## src/shared/msg_irq_map.svh

```systemverilog
`ifndef MSG_IRQ_MAP_SVH
`define MSG_IRQ_MAP_SVH

// Inbound assertion register
`define APIC_BASE        32'hFEC0_0000
`define ASSERT_OFF       32'h0000_0020
`define MSG_NUM_W        5
`define IRQ_COUNT        24
`define IRQ_LAST         8'h23
`define IRQ_RSV_A        5'h00
`define IRQ_RSV_B        5'h02
`define IRQ_RSV_C        5'h08
`define IRQ_RSV_D        5'h0D
`define DECODE_WAIT      2'h2
`define ABORT_WAIT       3'h5

// Redirection entry fields
`define RTE_DEST_HI      63
`define RTE_DEST_LO      56
`define RTE_TRIG         15
`define RTE_DMODE_BIT    11
`define RTE_DLV_HI       10
`define RTE_DLV_LO       8
`define RTE_VEC_HI       7
`define RTE_VEC_LO       0

// Outbound message format
`define ADDR_TOP         12'hFEE
`define DLV_LOWEST       3'h1
`define DLV_SMI          3'h2
`define DLV_NMI          3'h4
`define DLV_INIT         3'h5

// Peer APB register map
`define PR_MSG_ADDR      12'h000
`define PR_MSG_DATA      12'h004
`define PR_CTRL          12'h008
`define PR_STATUS        12'h00C
`define PR_OUT_ADDR      12'h010
`define PR_OUT_DATA      12'h014
`define PR_OUT_COUNT     12'h018
`define ST_BUSY          0
`define ST_CLAIMED       1
`define ST_ABORTED       2
`define ST_CAPTURED      3

`endif

```

## src/shared/msg_irq_pkg.sv

```systemverilog
`default_nettype none

package msg_irq_pkg;

	typedef enum logic [3:0] {
		S_IDLE   = 4'b0001,
		S_REQ    = 4'b0010,
		S_WRITE  = 4'b0100,
		S_SERIAL = 4'b1000
	} dev_state_t;

	typedef enum logic [2:0] {
		P_IDLE = 3'b001,
		P_SEND = 3'b010,
		P_WAIT = 3'b100
	} peer_state_t;

	typedef struct packed {
		logic [7:0] dest;
		logic       trig;
		logic       dst_mode;
		logic [2:0] dlv;
		logic [7:0] vec;
	} rte_t;

endpackage : msg_irq_pkg

`default_nettype wire

```

## src/shared/msg_link_if.sv

```systemverilog
`timescale 1ns/1ns
`default_nettype none

interface msg_link_if;
	// Inbound write from a PCI master
	logic        in_valid;
	logic [31:0] in_addr;
	logic [31:0] in_data;
	logic        in_claim;
	// Outbound interrupt write
	logic        out_req;
	logic        out_gnt;
	logic        out_valid;
	logic [31:0] out_addr;
	logic [31:0] out_data;
	logic        out_ack;

	modport dev (
		input  in_valid, in_addr, in_data, out_gnt, out_ack,
		output in_claim, out_req, out_valid, out_addr, out_data
	);
	modport peer (
		output in_valid, in_addr, in_data, out_gnt, out_ack,
		input  in_claim, out_req, out_valid, out_addr, out_data
	);
endinterface : msg_link_if

`default_nettype wire

```

## src/design/apic_msg_dev.sv

```systemverilog
// How it works
// - Message writes act only with APIC on
// - Assertion register sits at base plus 20h
// - Only low five data bits are used
// - Peripheral gets bus, writes its message
// - Claim writes at medium decode when capable
// - Set request bit for 00h-23h only; the code sets it for 00h-17h only, its 24 lines
// - Clear request after delivery, no software
// - Ignore messages naming 0, 2, 8, 13
// - Capability reads clear without extended enable
// - Memory writes need APIC on and select
// - Edge sets bit; level follows input
// - Request flushing bus grant before write
// - One assert message per rising edge
// - Level: assert on edge, again after END_OF_INTERRUPT
// - Each message is one 32-bit write
// - Address 19:12 carries destination ID
// - Address 11:4 and 1:0 are zero
// - Hint set only for lowest priority
// - Address bit 2 carries destination mode
// - SMI, NMI, INIT modes never sent
// - Data word field layout as specified
// - Status 1 for edge, input for level
//
// Decided for this implementation: the APB slave port.
`timescale 1ns/1ns
`default_nettype none
`include "msg_irq_map.svh"

module apic_msg_dev
	import msg_irq_pkg::*;
(
	input  wire logic        REF_CLK_IN,
	input  wire logic        RST_B_IN,
	msg_link_if.dev          LINK,
	input  wire logic        APIC_ON_IN,
	input  wire logic        EXTENDED_APIC_ON_IN,
	input  wire logic        WRITE_DELIVERY_SELECT_IN,
	input  wire logic        MSG_SUPPORT_IN,
	input  wire logic [23:0] IRQ_PINS_IN,
	input  wire logic        RTE_WE_IN,
	input  wire logic [4:0]  RTE_IDX_IN,
	input  wire logic [63:0] RTE_DATA_IN,
	input  wire logic        END_OF_INTERRUPT_IN,
	input  wire logic [4:0]  EOI_IDX_IN,
	input  wire logic        SERIAL_DONE_IN,
	output logic             PCI_MSG_CAPABLE_OUT,
	output logic [23:0]      IRQ_REQUEST_BIT_OUT,
	output logic             SERIAL_REQ_OUT,
	output logic [4:0]       SERIAL_IDX_OUT,
	output logic             BUSY_OUT
);

	localparam int N = `IRQ_COUNT;

	// Lowest pending line wins
	function automatic logic [4:0] pick(input logic [N-1:0] v);
		logic [4:0] r;
		r = 5'h00;
		for (int i = N - 1; i >= 0; i--) begin
			if (v[i]) begin
				r = 5'(i);
			end
		end
		return r;
	endfunction : pick

	rte_t        rte_q [N];
	logic [N-1:0] pin_s1_q, pin_s2_q, pin_q;
	logic [N-1:0] irr_q, pend_q;
	logic [N-1:0] edge_trig, lvl_trig, rise, msg_set, eoi_hit, take;
	logic [1:0]  dec_cnt_q;
	logic        hit, claim, num_ok;
	logic [4:0]  num;
	dev_state_t  state_q;
	logic [4:0]  cur_q;
	logic [31:0] addr_q, data_q;
	rte_t        sel;
	logic        forbid, done;

	always_comb begin
		for (int i = 0; i < N; i++) begin
			lvl_trig[i]  = rte_q[i].trig;
			edge_trig[i] = ~rte_q[i].trig;
		end
	end

	// Capability only advertised with extended enable
	assign PCI_MSG_CAPABLE_OUT = MSG_SUPPORT_IN & EXTENDED_APIC_ON_IN;

	always_ff @(posedge REF_CLK_IN) begin
		if (!RST_B_IN) begin
			for (int i = 0; i < N; i++) begin
				rte_q[i] <= '0;
			end
		end else if (RTE_WE_IN && RTE_IDX_IN < 5'(N)) begin
			rte_q[RTE_IDX_IN] <= '{
				dest:     RTE_DATA_IN[`RTE_DEST_HI:`RTE_DEST_LO],
				trig:     RTE_DATA_IN[`RTE_TRIG],
				dst_mode: RTE_DATA_IN[`RTE_DMODE_BIT],
				dlv:      RTE_DATA_IN[`RTE_DLV_HI:`RTE_DLV_LO],
				vec:      RTE_DATA_IN[`RTE_VEC_HI:`RTE_VEC_LO]};
		end
	end

	// Pins are asynchronous to this clock
	always_ff @(posedge REF_CLK_IN) begin
		if (!RST_B_IN) begin
			pin_s1_q <= '0;
			pin_s2_q <= '0;
			pin_q    <= '0;
		end else begin
			pin_s1_q <= IRQ_PINS_IN;
			pin_s2_q <= pin_s1_q;
			pin_q    <= pin_s2_q;
		end
	end
	assign rise = pin_s2_q & ~pin_q;

	// Inbound decode, claim on third cycle of the request
	assign hit = LINK.in_valid
		&& LINK.in_addr == (`APIC_BASE + `ASSERT_OFF)
		&& PCI_MSG_CAPABLE_OUT;

	always_ff @(posedge REF_CLK_IN) begin
		if (!RST_B_IN) begin
			dec_cnt_q <= 2'h0;
		end else if (!hit) begin
			dec_cnt_q <= 2'h0;
		end else if (dec_cnt_q != 2'h3) begin
			dec_cnt_q <= dec_cnt_q + 2'h1;
		end
	end
	assign claim = hit && dec_cnt_q == `DECODE_WAIT;
	assign LINK.in_claim = claim;

	assign num = LINK.in_data[`MSG_NUM_W-1:0];
	// Only 24 lines exist, so numbers past them are dropped too
	assign num_ok = {3'h0, num} <= `IRQ_LAST && num < 5'(N)
		&& num != `IRQ_RSV_A && num != `IRQ_RSV_B
		&& num != `IRQ_RSV_C && num != `IRQ_RSV_D;

	always_comb begin
		msg_set = '0;
		if (claim && APIC_ON_IN && num_ok) begin
			msg_set[num] = 1'b1;
		end
	end

	always_comb begin
		eoi_hit = '0;
		if (END_OF_INTERRUPT_IN && EOI_IDX_IN < 5'(N)) begin
			eoi_hit[EOI_IDX_IN] = 1'b1;
		end
	end

	assign sel = rte_q[cur_q];
	assign forbid = sel.dlv == `DLV_SMI || sel.dlv == `DLV_NMI
		|| sel.dlv == `DLV_INIT;
	assign done = (state_q == S_WRITE && LINK.out_ack)
		|| (state_q == S_SERIAL && SERIAL_DONE_IN)
		|| (state_q == S_REQ && forbid);

	always_comb begin
		take = '0;
		if (state_q == S_IDLE && APIC_ON_IN && |pend_q) begin
			take[pick(pend_q)] = 1'b1;
		end
	end

	// Request bits; a new edge beats the delivery clear
	always_ff @(posedge REF_CLK_IN) begin
		if (!RST_B_IN) begin
			irr_q <= '0;
		end else begin
			for (int i = 0; i < N; i++) begin
				if (lvl_trig[i]) begin
					irr_q[i] <= pin_s2_q[i];
				end else if (rise[i] || msg_set[i]) begin
					irr_q[i] <= 1'b1;
				end else if (done && cur_q == 5'(i)) begin
					irr_q[i] <= 1'b0;
				end
			end
		end
	end

	// Messages still owed to the processor
	always_ff @(posedge REF_CLK_IN) begin
		if (!RST_B_IN) begin
			pend_q <= '0;
		end else begin
			pend_q <= (pend_q & ~take)
				| rise
				| msg_set
				| (lvl_trig & eoi_hit & pin_s2_q);
		end
	end

	always_ff @(posedge REF_CLK_IN) begin
		if (!RST_B_IN) begin
			state_q <= S_IDLE;
		end else begin
			unique case (state_q)
				S_IDLE: begin
					if (|take) begin
						state_q <= S_REQ;
					end
				end
				S_REQ: begin
					if (forbid) begin
						state_q <= S_IDLE;
					end else if (!(APIC_ON_IN && WRITE_DELIVERY_SELECT_IN)) begin
						state_q <= S_SERIAL;
					end else if (LINK.out_gnt) begin
						state_q <= S_WRITE;
					end
				end
				S_WRITE: begin
					if (LINK.out_ack) begin
						state_q <= S_IDLE;
					end
				end
				S_SERIAL: begin
					if (SERIAL_DONE_IN) begin
						state_q <= S_IDLE;
					end
				end
			endcase
		end
	end

	always_ff @(posedge REF_CLK_IN) begin
		if (!RST_B_IN) begin
			cur_q <= 5'h00;
		end else if (|take) begin
			cur_q <= pick(pend_q);
		end
	end

	// Word built while the grant is pending
	always_ff @(posedge REF_CLK_IN) begin
		if (!RST_B_IN) begin
			addr_q <= 32'h0000_0000;
			data_q <= 32'h0000_0000;
		end else if (state_q == S_REQ) begin
			addr_q <= {`ADDR_TOP,
				sel.dest,
				8'h00,
				sel.dlv == `DLV_LOWEST,
				sel.dst_mode,
				2'h0};
			data_q <= {16'h0000,
				sel.trig,
				sel.trig ? pin_s2_q[cur_q] : 1'b1,
				2'h0,
				sel.dst_mode,
				sel.dlv,
				sel.vec};
		end
	end

	// Gate on both enables; select alone means nothing
	assign LINK.out_req = state_q == S_REQ && !forbid
		&& APIC_ON_IN && WRITE_DELIVERY_SELECT_IN;
	assign LINK.out_valid = state_q == S_WRITE;
	assign LINK.out_addr = addr_q;
	assign LINK.out_data = data_q;

	assign SERIAL_REQ_OUT = state_q == S_SERIAL;
	assign SERIAL_IDX_OUT = cur_q;
	assign IRQ_REQUEST_BIT_OUT = irr_q;
	assign BUSY_OUT = state_q != S_IDLE;

endmodule : apic_msg_dev

`default_nettype wire

```

## src/flat_wrapper.sv

```systemverilog
// flat-port wrapper written by rule: the top's interface ports become plain ports
module apic_msg_dev_flat import msg_irq_pkg::*;
  (REF_CLK_IN, RST_B_IN, APIC_ON_IN, EXTENDED_APIC_ON_IN, WRITE_DELIVERY_SELECT_IN, MSG_SUPPORT_IN, IRQ_PINS_IN, RTE_WE_IN, RTE_IDX_IN, RTE_DATA_IN, END_OF_INTERRUPT_IN, EOI_IDX_IN, SERIAL_DONE_IN, PCI_MSG_CAPABLE_OUT, IRQ_REQUEST_BIT_OUT, SERIAL_REQ_OUT, SERIAL_IDX_OUT, BUSY_OUT, LINK_in_valid, LINK_in_addr, LINK_in_data, LINK_out_gnt, LINK_out_ack, LINK_in_claim, LINK_out_req, LINK_out_valid, LINK_out_addr, LINK_out_data);
  msg_link_if LINK_i ();
  input  wire logic REF_CLK_IN;
  input  wire logic RST_B_IN;
  input  wire logic APIC_ON_IN;
  input  wire logic EXTENDED_APIC_ON_IN;
  input  wire logic WRITE_DELIVERY_SELECT_IN;
  input  wire logic MSG_SUPPORT_IN;
  input  wire logic [23:0] IRQ_PINS_IN;
  input  wire logic RTE_WE_IN;
  input  wire logic [4:0] RTE_IDX_IN;
  input  wire logic [63:0] RTE_DATA_IN;
  input  wire logic END_OF_INTERRUPT_IN;
  input  wire logic [4:0] EOI_IDX_IN;
  input  wire logic SERIAL_DONE_IN;
  output logic PCI_MSG_CAPABLE_OUT;
  output logic [23:0] IRQ_REQUEST_BIT_OUT;
  output logic SERIAL_REQ_OUT;
  output logic [4:0] SERIAL_IDX_OUT;
  output logic BUSY_OUT;
  input wire logic [$bits(LINK_i.in_valid)-1:0] LINK_in_valid;
  input wire logic [$bits(LINK_i.in_addr)-1:0] LINK_in_addr;
  input wire logic [$bits(LINK_i.in_data)-1:0] LINK_in_data;
  input wire logic [$bits(LINK_i.out_gnt)-1:0] LINK_out_gnt;
  input wire logic [$bits(LINK_i.out_ack)-1:0] LINK_out_ack;
  output wire logic [$bits(LINK_i.in_claim)-1:0] LINK_in_claim;
  output wire logic [$bits(LINK_i.out_req)-1:0] LINK_out_req;
  output wire logic [$bits(LINK_i.out_valid)-1:0] LINK_out_valid;
  output wire logic [$bits(LINK_i.out_addr)-1:0] LINK_out_addr;
  output wire logic [$bits(LINK_i.out_data)-1:0] LINK_out_data;
  assign LINK_i.in_valid = LINK_in_valid;
  assign LINK_i.in_addr = LINK_in_addr;
  assign LINK_i.in_data = LINK_in_data;
  assign LINK_i.out_gnt = LINK_out_gnt;
  assign LINK_i.out_ack = LINK_out_ack;
  assign LINK_in_claim = LINK_i.in_claim;
  assign LINK_out_req = LINK_i.out_req;
  assign LINK_out_valid = LINK_i.out_valid;
  assign LINK_out_addr = LINK_i.out_addr;
  assign LINK_out_data = LINK_i.out_data;
  apic_msg_dev u_core (.REF_CLK_IN(REF_CLK_IN), .RST_B_IN(RST_B_IN), .LINK(LINK_i), .APIC_ON_IN(APIC_ON_IN), .EXTENDED_APIC_ON_IN(EXTENDED_APIC_ON_IN), .WRITE_DELIVERY_SELECT_IN(WRITE_DELIVERY_SELECT_IN), .MSG_SUPPORT_IN(MSG_SUPPORT_IN), .IRQ_PINS_IN(IRQ_PINS_IN), .RTE_WE_IN(RTE_WE_IN), .RTE_IDX_IN(RTE_IDX_IN), .RTE_DATA_IN(RTE_DATA_IN), .END_OF_INTERRUPT_IN(END_OF_INTERRUPT_IN), .EOI_IDX_IN(EOI_IDX_IN), .SERIAL_DONE_IN(SERIAL_DONE_IN), .PCI_MSG_CAPABLE_OUT(PCI_MSG_CAPABLE_OUT), .IRQ_REQUEST_BIT_OUT(IRQ_REQUEST_BIT_OUT), .SERIAL_REQ_OUT(SERIAL_REQ_OUT), .SERIAL_IDX_OUT(SERIAL_IDX_OUT), .BUSY_OUT(BUSY_OUT));
endmodule
```

## config.mk

```make
export PLATFORM = sky130hd
export DESIGN_NAME = apic_msg_dev_flat
export DESIGN_NICKNAME = d
export VERILOG_FILES = /design/src/shared/msg_irq_pkg.sv /design/src/shared/msg_link_if.sv /design/src/design/apic_msg_dev.sv /design/src/flat_wrapper.sv
export VERILOG_INCLUDE_DIRS = /design/src /design/src/shared
export SDC_FILE = /design/constraint.sdc
export NUM_CORES = 1
export LEC_CHECK = 0
export BUFFER_PORTS_ARGS = -buffer_cell sky130_fd_sc_hd__buf_2
export CORE_ASPECT_RATIO = 0.9
export CORE_MARGIN = 5
export CORE_UTILIZATION = 60
export CTS_CLUSTER_DIAMETER = 200
export DETAILED_ROUTE_END_ITERATION = 7
export PLACE_DENSITY = 0.85
export SYNTH_ARGS = -nofsm -noshare
export SYNTH_HDL_FRONTEND = slang
export SYNTH_SLANG_ARGS = --single-unit
```

## constraint.sdc

```tcl
create_clock -name REF_CLK_IN -period 4.3 [get_ports REF_CLK_IN]
set_input_delay 0.645 -clock REF_CLK_IN [delete_from_list [all_inputs] [get_ports REF_CLK_IN]]
set_output_delay 0.645 -clock REF_CLK_IN [all_outputs]
set_load 0.02 [all_outputs]
```

==> qor.yml <==
max-vdd-ir-drop_mv: 0.3499
fin_area_um2: 41590
die_w_um: 270.0
synth.yosys.seq_area_share: 0.6407
postSynth.asyncResetShare: 0
firstDrtPassIters: 5
synth_area_um2: 36500
avgRoutedWirePerCell_um: 25.37
finalCritPeriodShare: 0.8890
antenna_found_initial: 2
grt_max_degree: 102
finalHoldViolations: 0
fin_worst_skew_ns: 0.01852
area_growth_pct: 13.95
p_sw_frac: 0.2587
required_ns: 3.65
finalNonFillerCells: 3669
postPlaceCellArea_um2: 38810
yosysUniqueCellTypes: 75
slew_violations: 0
drc: 0
path_clk_slew_ns: 0.06
syn_inst: 2501
dp.cells: 3518
max_stage_delay_ns: 0.78
leakage_nw: 14.85
worstSkewPairLatency_ns: 0.63
crit_chain: "mux4_2 -> a22oi_1 -> and4_1 -> nand3_2 -> o21ai_1 -> nor3_1 -> buf_2"
wl_um: 93080
synthFlopType: "edfxtp_1"
setup_viol: 0
holdWs_ns: 0.2245
drt_iter0_drc: 2978
hp-start: "IRQ_PINS_IN[5]"
cts_root_buffer: "clkbuf_16"
die_height_um: 244.0
p_sw_mw: 5.245
post_route_cells_drive_above_1_share: 0.2220
yosysWarnings: 0
p_int_mw: 15.03
finalNetCount: 2993
rows: 85
cts_resized: 0
gr-total-overflow: 0
p_seq_frac: 0.475
clk_path_buf_depth: 3
via_per_inst: 6.130
antenna_left: 0
path_class: "reg -> out"
core_area_um2: 60090
status: "finished, final reports clean"
setup_tns_ns: 0
dp_hpwl_um: 59010
synth_edf_count: 672
relSlewSlack: 0.2371
path_max_fanout: 39
rsz0062_at_grt: "no"
clockPowerShare: 0.361
grt_pass1_vias: 22993
arrival_ns: 3.18
io_buffers: 172
min_path_type: "in -> reg"
r2r_cells: 9
final_util: 0.6921
htree_levels: 3
p_comb_frac: 0.164
die-area_um2: 65870
numClockSinks: 832
start_kind: "flip-flop"
period_minus_slack_ns: 3.823
powerDensity_nw_per_um2: 487.5
gp_congestion: 0.9164
ioPinCount: 273
numCtsBuffers: 80
track_usage: 0.2802
hold-path-cell-count: 2
reg2reg_from: "u_core.state_q[3]"
synth_seq_cells: 832
worst_pin_slew_ns: 1.144
cts_tree: "built"
grt_first_pass_wirelength_um: 139300
cp-end-kind: "primary output"
cpMaxStageDelayCell: "dfxtp_4"
cts_hold_buf: 0
post-cts-setup-buffers: 0
route.vias.total: 22490
clock.fmax_ghz: 0.2616
synth.avg_cell_area_um2: 14.59
drv_cap: 0
initial_core_util: 0.6074
==> cell usage in the layout, fill, tap and decap left out, drive strengths merged, types with 3 or more instances in the layout <==
master,Yosys,routed
o21a,4,4
o21bai,4,4
o31a,6,6
clkinv,0,25
or4b,5,5
nor3,11,11
a21oi,70,70
a31oi,8,8
buf,84,256
nor2,100,100
o21ai,93,93
nand4,4,4
or3,6,6
bufinv,0,8
conb,1,198
o41ai,3,3
and3,9,9
clkbuf,134,111
a211o,6,6
nand3,27,27
nor3b,7,7
nand3b,7,7
o31ai,12,12
nor2b,20,20
a21boi,3,3
a22oi,15,15
a211oi,24,24
edfxtp,672,672
nand2,77,77
and2,581,581
mux4,199,199
diode,0,3
inv,38,41
mux2i,43,43
nor4b,3,3
dfxtp,160,160
and3b,3,3
nor4,16,16
nand2b,18,18
==> power groups by stage <==
stage / combinational, mW / clock, mW / sequential (mW)
2_1_floorplan: 2.37 / 0 / 9.66
3_3_place_gp: 3.19 / 0 / 9.73
3_5_place_dp: 3.27 / 0 / 9.79
4_1_cts: 3.31 / 7.39 / 9.63
5_1_grt: 3.53 / 7.73 / 9.68
6_report: 3.32 / 7.32 / 9.63
==> worst paths after layout <==
| kind | slack (ns) | to |
|---|---|---|
| max | 0.48 | LINK_out_req |
| min | 0.22 | u_core.pin_s1_q[5] |
| max reg2reg | 1.03 | u_core.IRQ_REQUEST_BIT_OUT[5] |
| min reg2reg | 0.42 | u_core.pin_s2_q[22] |
==> layer usage <==
layer / global-route usage / vias up / share of wire
li1: - / 9648 / -
met1: 0.3657 / 11233 / 0.36
met2: 0.4684 / 1354 / 0.50
met3: 0.06733 / 255 / 0.11
met4: 0.09705 / 0 / 0.037
met5: 0 / - / 0
==> stage by stage <==
| stage | power (mW) | worst slack, ns |
|---|---|---|
| 6_report | 20.27 | 0.4772 |
| 3_5_place_dp | 13.06 | 0.9913 |
| 5_1_grt | 20.94 | 0.3564 |
| 4_1_cts | 20.32 | 0.4686 |
| 2_1_floorplan | 12.04 | 1.007 |
| 3_3_place_gp | 12.93 | 1.019 |
==> flip-flops by register name, summed over array words and instances, names as in the netlist, named ones only <==
register,count
u_core.pin_s1_q,24
u_core.LINK.out_addr,10
u_core.state_q,4
u_core.rte_q,672
u_core.pin_q,24
u_core.dec_cnt_q,2
u_core.SERIAL_IDX_OUT,5
u_core.IRQ_REQUEST_BIT_OUT,24
u_core.pin_s2_q,24
u_core.LINK.out_data,14
u_core.pend_q,24
==> final cells by class <==
class                   instances  area (µm²)
diodes                          3       7.507
clock buffers                 111        2366
clock inverters                37       402.9
fillers                      3851       18500
inverters                      38       142.6
multi-input cells            1609       12770
flip-flops and latches        832       23390
well taps                     783       979.7
repair buffers                256        1531
==> cells in the mapped netlist, types with 3 or more instances <==
master	count	area [µm²]
a211oi_1	22	165.2
nor4_2	5	62.56
o31ai_1	11	82.58
o31a_1	6	52.55
nand2_1	77	289.0
edfxtp_1	672	20180
or3_1	6	37.54
nor4_1	10	62.56
dfxtp_1	160	3203
clkbuf_1	134	503.0
buf_4	43	322.8
nor2b_1	20	125.1
inv_1	37	138.9
a211o_1	6	52.55
o21a_1	4	30.03
a21oi_1	70	350.3
buf_1	6	22.52
and2_1	580	3628
nor3_1	10	50.05
nand2b_1	18	112.6
a31oi_1	8	50.05
nor3b_1	7	52.55
mux4_2	199	4482
nor2_1	100	375.4
a21boi_0	3	22.52
and3_1	9	56.30
o21bai_1	4	30.03
o21ai_0	80	400.4
o41ai_1	3	26.28
o21ai_1	12	60.06
or4b_2	3	30.03
nand3_1	25	125.1
mux2i_1	43	430.4
buf_2	33	165.2
and3b_1	3	26.28
nand3b_1	7	52.55
a22oi_1	13	97.59
==> logic make-up (layout without fill, tap and decap cells) <==
family	after synthesis	in the layout	share of synthesized area
AO/OA/AOI/OAI	262	262	0.04512
XOR/XNOR	1	1	0.0002400
adder cells (fa/ha/maj)	2	2	0.0006855
buffers and inverters	257	442	0.03253
flip-flops	832	832	0.6407
multiplexers	243	243	0.1349
other	1	201	0.0001027
AND/OR/NAND/NOR	903	903	0.1458
==> worst max-delay path: cells and delay by family (launching register included) <==
family	cells	cell delay [ns]
and+or+nand+nor	3	0.71
muxes	1	0.43
DFF	1	0.78
AOI/OAI and AO/OA	2	0.45
buffers and inverters	1	0.17
(Power assumes the default switching activity.)
